[src/design/sarb_pkg.sv]
// Package for the secure alias and attribute register bank
package sarb_pkg;

  // ==========================================================================
  // Widths and configuration-space offsets (byte address, one 32-bit register per 4 bytes)
  localparam int SARB_AW = 12;
  localparam int SARB_DW = 32;
  localparam logic [11:0] SARB_OFF_SCTRL1 = 12'h004;
  localparam logic [11:0] SARB_OFF_STLB_SYNC = 12'h070;
  localparam logic [11:0] SARB_OFF_STLB_STAT = 12'h074;
  localparam logic [11:0] SARB_OFF_NS_CTRL0 = 12'h400;
  localparam logic [11:0] SARB_OFF_NS_SYN1 = 12'h454;
  localparam logic [11:0] SARB_OFF_NS_TLB_SYNC = 12'h470;
  localparam logic [11:0] SARB_OFF_NS_TLB_STAT = 12'h474;
  localparam logic [11:0] SARB_OFF_NS_ATS_STAT = 12'h478;
  localparam logic [11:0] SARB_OFF_MFMT = 12'h480;

  // ==========================================================================
  // Field positions and reset values
  localparam int SARB_GASR_BIT = 10;
  localparam int SARB_ACTIVE_BIT = 0;
  localparam int SARB_TYPE_LSB = 0;
  localparam int SARB_ATTR_LSB = 4;
  localparam logic SARB_GASR_RST = 1'b0;
  localparam logic [31:0] SARB_ZERO = 32'h0000_0000;
  localparam logic [31:0] SARB_MFMT_RST = 32'h0000_0000;
  localparam logic [31:0] SARB_CTRL0_RST = 32'h0000_0001;
  localparam logic [1:0] SARB_TYPE_ATTR = 2'h1;

  // ==========================================================================
  // Decoded memory attributes
  typedef enum logic [2:0] {
    SARB_DEV_NGNRNE, SARB_DEV_NGNRE, SARB_DEV_NGRE, SARB_DEV_GRE,
    SARB_NORM_NC, SARB_NORM_WT, SARB_NORM_WB, SARB_NORM_RSVD
  } sarb_mtype_e;

  typedef struct packed {
    logic normal;
    sarb_mtype_e inner;
    logic [1:0] outer;
  } sarb_attr_s;

  typedef struct packed {
    logic valid;
    logic write;
    logic secure;
    logic [11:0] addr;
    logic [31:0] wdata;
  } sarb_req_s;

endpackage : sarb_pkg

[src/design/sarb_regbank.sv]
// Secure alias register bank with attribute decode and multi-format storage
module sarb_regbank (
  // Clock and reset
  input wire logic ref_clk,
  input wire logic rst_b,
  // Configuration access, same clock domain
  input wire sarb_pkg::sarb_req_s cfg_req,
  output logic [31:0] cfg_rdata,
  output logic cfg_rvalid,
  // Non-secure fault, secure and non-secure invalidate, and translation engine status
  input wire logic [15:0] ns_fault_security_state_determination_index,
  input wire logic ns_fault_valid,
  input wire logic ns_inv_done,
  input wire logic s_inv_done,
  input wire logic ns_ats_busy,
  // Control outputs
  output logic ns_inv_issue,
  output logic s_inv_issue,
  output logic ns_sync_active,
  output logic s_sync_active,
  output logic secure_only_global_access,
  output sarb_pkg::sarb_attr_s attr_out
);
  import sarb_pkg::*;

  // ==========================================================================
  // Attribute decode
  function automatic sarb_attr_s decode_attr(input logic [3:0] code);
    sarb_attr_s a;
    a.outer = code[3:2];
    a.normal = (code[3:2] != 2'h0);
    if (!a.normal) begin
      a.inner = sarb_mtype_e'({1'b0, code[1:0]});
    end else begin
      unique case (code[1:0])
        2'h0: a.inner = SARB_NORM_RSVD;
        2'h1: a.inner = SARB_NORM_NC;
        2'h2: a.inner = SARB_NORM_WT;
        2'h3: a.inner = SARB_NORM_WB;
      endcase
    end
    return a;
  endfunction : decode_attr

  // ==========================================================================
  // Access decode
  logic gasr_r;
  logic [31:0] ns_ctrl0_r;
  logic [15:0] ssd_r;
  logic ns_sync_r;
  logic s_sync_r;
  logic ns_issue_r;
  logic s_issue_r;
  logic [31:0] mfmt_r;
  logic [31:0] rdata_r;
  logic rvalid_r;
  logic ats_s1_r;
  logic ats_s2_r;

  // Alias window ends below the multi-format register, which stays global
  wire is_alias = cfg_req.addr[10] && (cfg_req.addr < SARB_OFF_MFMT);
  wire global_ok = cfg_req.valid && (cfg_req.secure || !gasr_r);
  wire alias_ok = global_ok && cfg_req.secure;
  wire acc_ok = is_alias ? alias_ok : global_ok;
  wire wr = acc_ok && cfg_req.write;
  wire rd = acc_ok && !cfg_req.write;
  wire [31:0] wd = cfg_req.wdata;
  wire hit_sctrl1 = cfg_req.addr == SARB_OFF_SCTRL1 && cfg_req.secure;
  wire hit_ssync = cfg_req.addr == SARB_OFF_STLB_SYNC && cfg_req.secure;
  wire hit_sstat = cfg_req.addr == SARB_OFF_STLB_STAT && cfg_req.secure;
  wire hit_nsctrl0 = cfg_req.addr == SARB_OFF_NS_CTRL0;
  wire hit_nssyn1 = cfg_req.addr == SARB_OFF_NS_SYN1;
  wire hit_nssync = cfg_req.addr == SARB_OFF_NS_TLB_SYNC;
  wire hit_nsstat = cfg_req.addr == SARB_OFF_NS_TLB_STAT;
  wire hit_nsats = cfg_req.addr == SARB_OFF_NS_ATS_STAT;
  wire hit_mfmt = cfg_req.addr == SARB_OFF_MFMT;

  // Secure sync alias starts queued non-secure invalidates
  wire ns_sync_start = wr && hit_nssync;
  // Secure invalidates tracked by secure sync only
  wire s_sync_start = wr && hit_ssync;
  // Start wins over a done arriving in the same cycle
  wire ns_sync_nxt = ns_sync_start | (ns_sync_r & ~ns_inv_done);
  wire s_sync_nxt = s_sync_start | (s_sync_r & ~s_inv_done);

  // Attribute field only used when type says it is defined
  // Type change applies stored attribute one cycle after the type is stored
  wire attr_defined = mfmt_r[SARB_TYPE_LSB +: 2] == SARB_TYPE_ATTR;
  wire [3:0] attr_code = attr_defined ? mfmt_r[SARB_ATTR_LSB +: 4] : 4'h0;
  wire sarb_attr_s attr_nxt = decode_attr(attr_code);

  wire [31:0] rd_nxt =
    hit_sctrl1 ? {21'h0, gasr_r, 10'h0} :
    hit_sstat ? {31'h0, s_sync_r} :
    hit_nsctrl0 ? ns_ctrl0_r :
    // Index only via secure alias read
    hit_nssyn1 ? {16'h0, ssd_r} :
    hit_nsstat ? {31'h0, ns_sync_r} :
    hit_nsats ? {31'h0, ats_s2_r} :
    // Reserved bits read back stored value
    hit_mfmt ? mfmt_r : SARB_ZERO;

  // ==========================================================================
  // Registers
  always_ff @(posedge ref_clk or negedge rst_b) begin
    if (!rst_b) begin
      gasr_r <= SARB_GASR_RST;
      ns_ctrl0_r <= SARB_CTRL0_RST;
      mfmt_r <= SARB_MFMT_RST;
    end else if (wr) begin
      if (hit_sctrl1) begin
        gasr_r <= wd[SARB_GASR_BIT];
      end
      if (hit_nsctrl0) begin
        ns_ctrl0_r <= wd;
      end
      if (hit_mfmt) begin
        mfmt_r <= wd;
      end
    end
  end

  // Status inputs from same-clock engines
  always_ff @(posedge ref_clk or negedge rst_b) begin
    if (!rst_b) begin
      ssd_r <= 16'h0;
      ats_s1_r <= 1'b0;
      ats_s2_r <= 1'b0;
    end else begin
      ats_s1_r <= ns_ats_busy;
      ats_s2_r <= ats_s1_r;
      // Index taken with the fault that carries it
      if (ns_fault_valid) begin
        ssd_r <= ns_fault_security_state_determination_index;
      end
    end
  end

  always_ff @(posedge ref_clk or negedge rst_b) begin
    if (!rst_b) begin
      ns_sync_r <= 1'b0;
      s_sync_r <= 1'b0;
      ns_issue_r <= 1'b0;
      s_issue_r <= 1'b0;
      rdata_r <= SARB_ZERO;
      rvalid_r <= 1'b0;
      attr_out <= '0;
    end else begin
      ns_sync_r <= ns_sync_nxt;
      s_sync_r <= s_sync_nxt;
      ns_issue_r <= ns_sync_start;
      s_issue_r <= s_sync_start;
      rvalid_r <= cfg_req.valid && !cfg_req.write;
      rdata_r <= rd ? rd_nxt : SARB_ZERO;
      attr_out <= attr_nxt;
    end
  end

  assign cfg_rdata = rdata_r;
  assign cfg_rvalid = rvalid_r;
  assign ns_inv_issue = ns_issue_r;
  assign s_inv_issue = s_issue_r;
  assign ns_sync_active = ns_sync_r;
  assign s_sync_active = s_sync_r;
  assign secure_only_global_access = gasr_r;
endmodule : sarb_regbank

[config.mk]
export PLATFORM = sky130hd
export DESIGN_NAME = sarb_regbank
export DESIGN_NICKNAME = d
export VERILOG_FILES = /design/src/design/sarb_pkg.sv /design/src/design/sarb_regbank.sv
export SDC_FILE = /design/constraint.sdc
export NUM_CORES = 1
export LEC_CHECK = 0
export ABC_CLOCK_PERIOD_IN_PS = 3000
export BUFFER_PORTS_ARGS = -buffer_cell sky130_fd_sc_hd__buf_2
export CAP_MARGIN = 5
export CORE_ASPECT_RATIO = 1.1
export CORE_UTILIZATION = 42
export CTS_BUF_LIST = sky130_fd_sc_hd__clkbuf_4
export CTS_CLUSTER_DIAMETER = 200
export CTS_CLUSTER_SIZE = 28
export DETAILED_ROUTE_END_ITERATION = 12
export PLACE_DENSITY_LB_ADDON = 0.12
export SYNTH_ARGS = -nofsm -noshare
export SYNTH_HDL_FRONTEND = slang
export SYNTH_SLANG_ARGS = --single-unit
export TNS_END_PERCENT = 1
[constraint.sdc]
create_clock -name ref_clk -period 3 [get_ports ref_clk]
set_clock_uncertainty 0.1 [all_clocks]
set_input_delay 0.75 -clock ref_clk [delete_from_list [all_inputs] [get_ports ref_clk]]
set_output_delay 0.75 -clock ref_clk [all_outputs]
set_load 0.05 [all_outputs]
==> run metrics <==
Final ANT Viol Nets=0; Die Ht=~120 um; worst skew pair latency=between 0.5 and 0.6 ns; commonest cells after routing, fill and taps aside=dfrtp_1, buf_2, mux2_4; Longest Clk Path Bufs=2; Setup CP Type=in -> reg; syn_nets=between 400 and 500; vias in the first global route=3755; worst reg2reg path endpoint=ns_ctrl0_r[2]$_DFFE_PN0P_; register area share after synthesis=a little under three fifths; H-tree levels=4; Syn Inst Count=390; crit path time final=about 2.1 ns; worst vdd rail ir drop=~240 uV; post-synthesis cell area=5470 um^2; Post-CTS Repair Setup Buffers=0; all-layer global routing usage=between 10% and 20%; Root Buffer=clkbuf_4; DRT iter0 DRCs=between 100 and 150; post_cts resized=0; Yosys warnings=0; Reg2Reg Setup Slack=about 1.1 ns; commonest non-fill, non-tap cell in the layout=dfrtp_1; hold buffers post-CTS=0; Hold WS=0.131 ns; row count=43; Design Power=about 0.0029 W; TritonCTS clock tree=built; max-cap check violation count=0; DR WL/cell=roughly 18 um; initial antenna violation count=2; worst setup margin=around 0.89 ns; Final Cell Area=between 6000 and 7000 um^2; grt ovf=0; Max FO, Critical Path=16; IO Pins=113; initial core utilization=a little over two fifths; area growth from synthesis to layout=18.4%; clock sinks=approximately 130; first-pass GRT wire length=between 15 and 20 mm; worst rel slew slack=a little under three fifths; Final Slew Violations=0; number of distinct library cells after synthesis=46; router iterations before antenna repair=4; GPL Wtd Cong=0.809; Port Buffers=approximately 110; post-DP HPWL=between 8 and 9 mm; # DRC=0; critical path data arrival time=approximately 2.5 ns; Core ar.=~13000 um^2; share of cells above drive strength 1=49.1%; Vias=3562; final WL=~12 mm; outcome=finished clean; RSZ-0062 raised after global routing=no; Die Area=13500 um^2; Die Width=approximately 110 um; Seq cells post-synth=125; Crit. End Element=register; worst endpoint required time=between 3 and 4 ns; Worst Tran Pin Value=about 0.65 ns; final period utilization=a little over two thirds; setup slack after placement=~0.35 ns; Static Leak=between 3 and 4 nW; pin count of the biggest net entering global routing=52; r2r worst-path depth=5; f_max=between 400 and 500 MHz; total CTS buffers=17; CTS clk-pin slew, worst paths=0.11 ns; # nets final=between 500 and 600; CP Launch Type=primary input; power density over the cells=about 450 nW/um^2; Syn Area/Cell=approximately 14 um^2; setup TNS=0 ns; Hold WC Path Type=in -> async; final hold vios=0; reg2reg start=secure_only_global_access$_DFFE_PN0P_; vias per inst=~5.2; setup violators final=0; Post-DP Area=roughly 6300 um^2
-- final cells by class --
cell class	instances	area, um^2
diodes	1	2.50
multi-input cells	237	2170
clock inverters	12	80.1
flip-flops and latches	125	3130
repair buffers	128	746
well taps	157	196
clock buffers	19	143
fillers	1130	6170
inverters	4	15.0
-- stage by stage --
stage	utilization, %	instances
2_1_floorplan	-	390
3_3_place_gp	49.5	651
3_5_place_dp	49.5	651
4_1_cts	51.2	682
5_1_grt	51.2	683
6_report	51.2	683
-- critical path, cell delays in order --
cell and delay [ns]:
buf_2 0.12, or4b_4 0.57, nor4_4 0.22, buf_4 0.27, a21oi_1 0.12, a2bb2oi_1 0.15, o31ai_1 0.23
-- sequential cells by signal (all words and copies together), names as in the netlist, 5 cells and up --
| signal | flops |
|---|---|
| cfg_rdata | 32 |
| mfmt_r | 32 |
| ns_ctrl0_r | 32 |
| ssd_r | 16 |
| attr_out | 5 |
-- worst max-delay path by stage --
stage,from,endpoint,slack (ns),depth (start not counted)
after floorplan,cfg_req[43],ns_ctrl0_r[10]$_DFFE_PN0P_,0.55,6
after global placement,cfg_req[33],cfg_rdata[10]$_DFF_PN0_,0.33,7
after detailed placement,cfg_req[43],mfmt_r[11]$_DFFE_PN0P_,0.35,7
after CTS,secure_only_global_access$_DFFE_PN0P_,secure_only_global_access,0.85,1
after global routing,secure_only_global_access$_DFFE_PN0P_,secure_only_global_access,0.82,1
final,cfg_req[33],cfg_rdata[10]$_DFF_PN0_,0.89,7
-- Yosys cell counts, drive strengths merged --
library cell	number	area share, %
dfrtp	124	57
mux2	80	21
nor2	40	2.7
a21oi	18	1.6
buf	17	2.7
a22oi	16	2.2
a2bb2oi	16	2.7
nor3	15	2.2
nand2	9	0.75
clkbuf	7	0.48
and2	4	0.48
inv	4	0.27
nand3	4	0.59
nor2b	4	0.46
nor4	4	0.96
o21ai	4	0.37
nand2b	3	0.34
o31ai	3	0.50
and3	2	0.23
nand4	2	0.23
o22ai	2	0.23
or4b	2	0.43
a31o	1	0.16
a32o	1	0.18
dfstp	1	0.48
nand3b	1	0.14
nor4b	1	0.43
o211a	1	0.32
o21a	1	0.14
or2	1	0.11
or3	1	0.11
xor2	1	0.16
-- per-layer routing --
metal | vias up | track usage, % | share of wire, %
li1 | 1641 | - | -
met1 | 1818 | 24.9 | 45
met2 | 89 | 30.6 | 48
met3 | 14 | 5.72 | 5.3
met4 | 0 | 8.83 | 1.4
met5 | - | 0 | 0
-- logic make-up after synthesis --
kind of cell	share of synthesized area, %
simple gates	10.2
compound gates	8.42
buf+inv	3.41
flops	57.2
mux	20.6
xor+xnor	0.160
-- power by group --
group / total [W] / internal, W / switching [W] / leakage, nW
sequential: 0.00172 / 0.00171 / 0.0000136 / 1.70
clock: 0.000981 / 0.000401 / 0.000580 / 0.127
combinational: 0.000179 / 0.0000765 / 0.000103 / 1.54
total: 0.00288 / 0.00219 / 0.000697 / 3.37
Power figures use the tool's default switching activity.
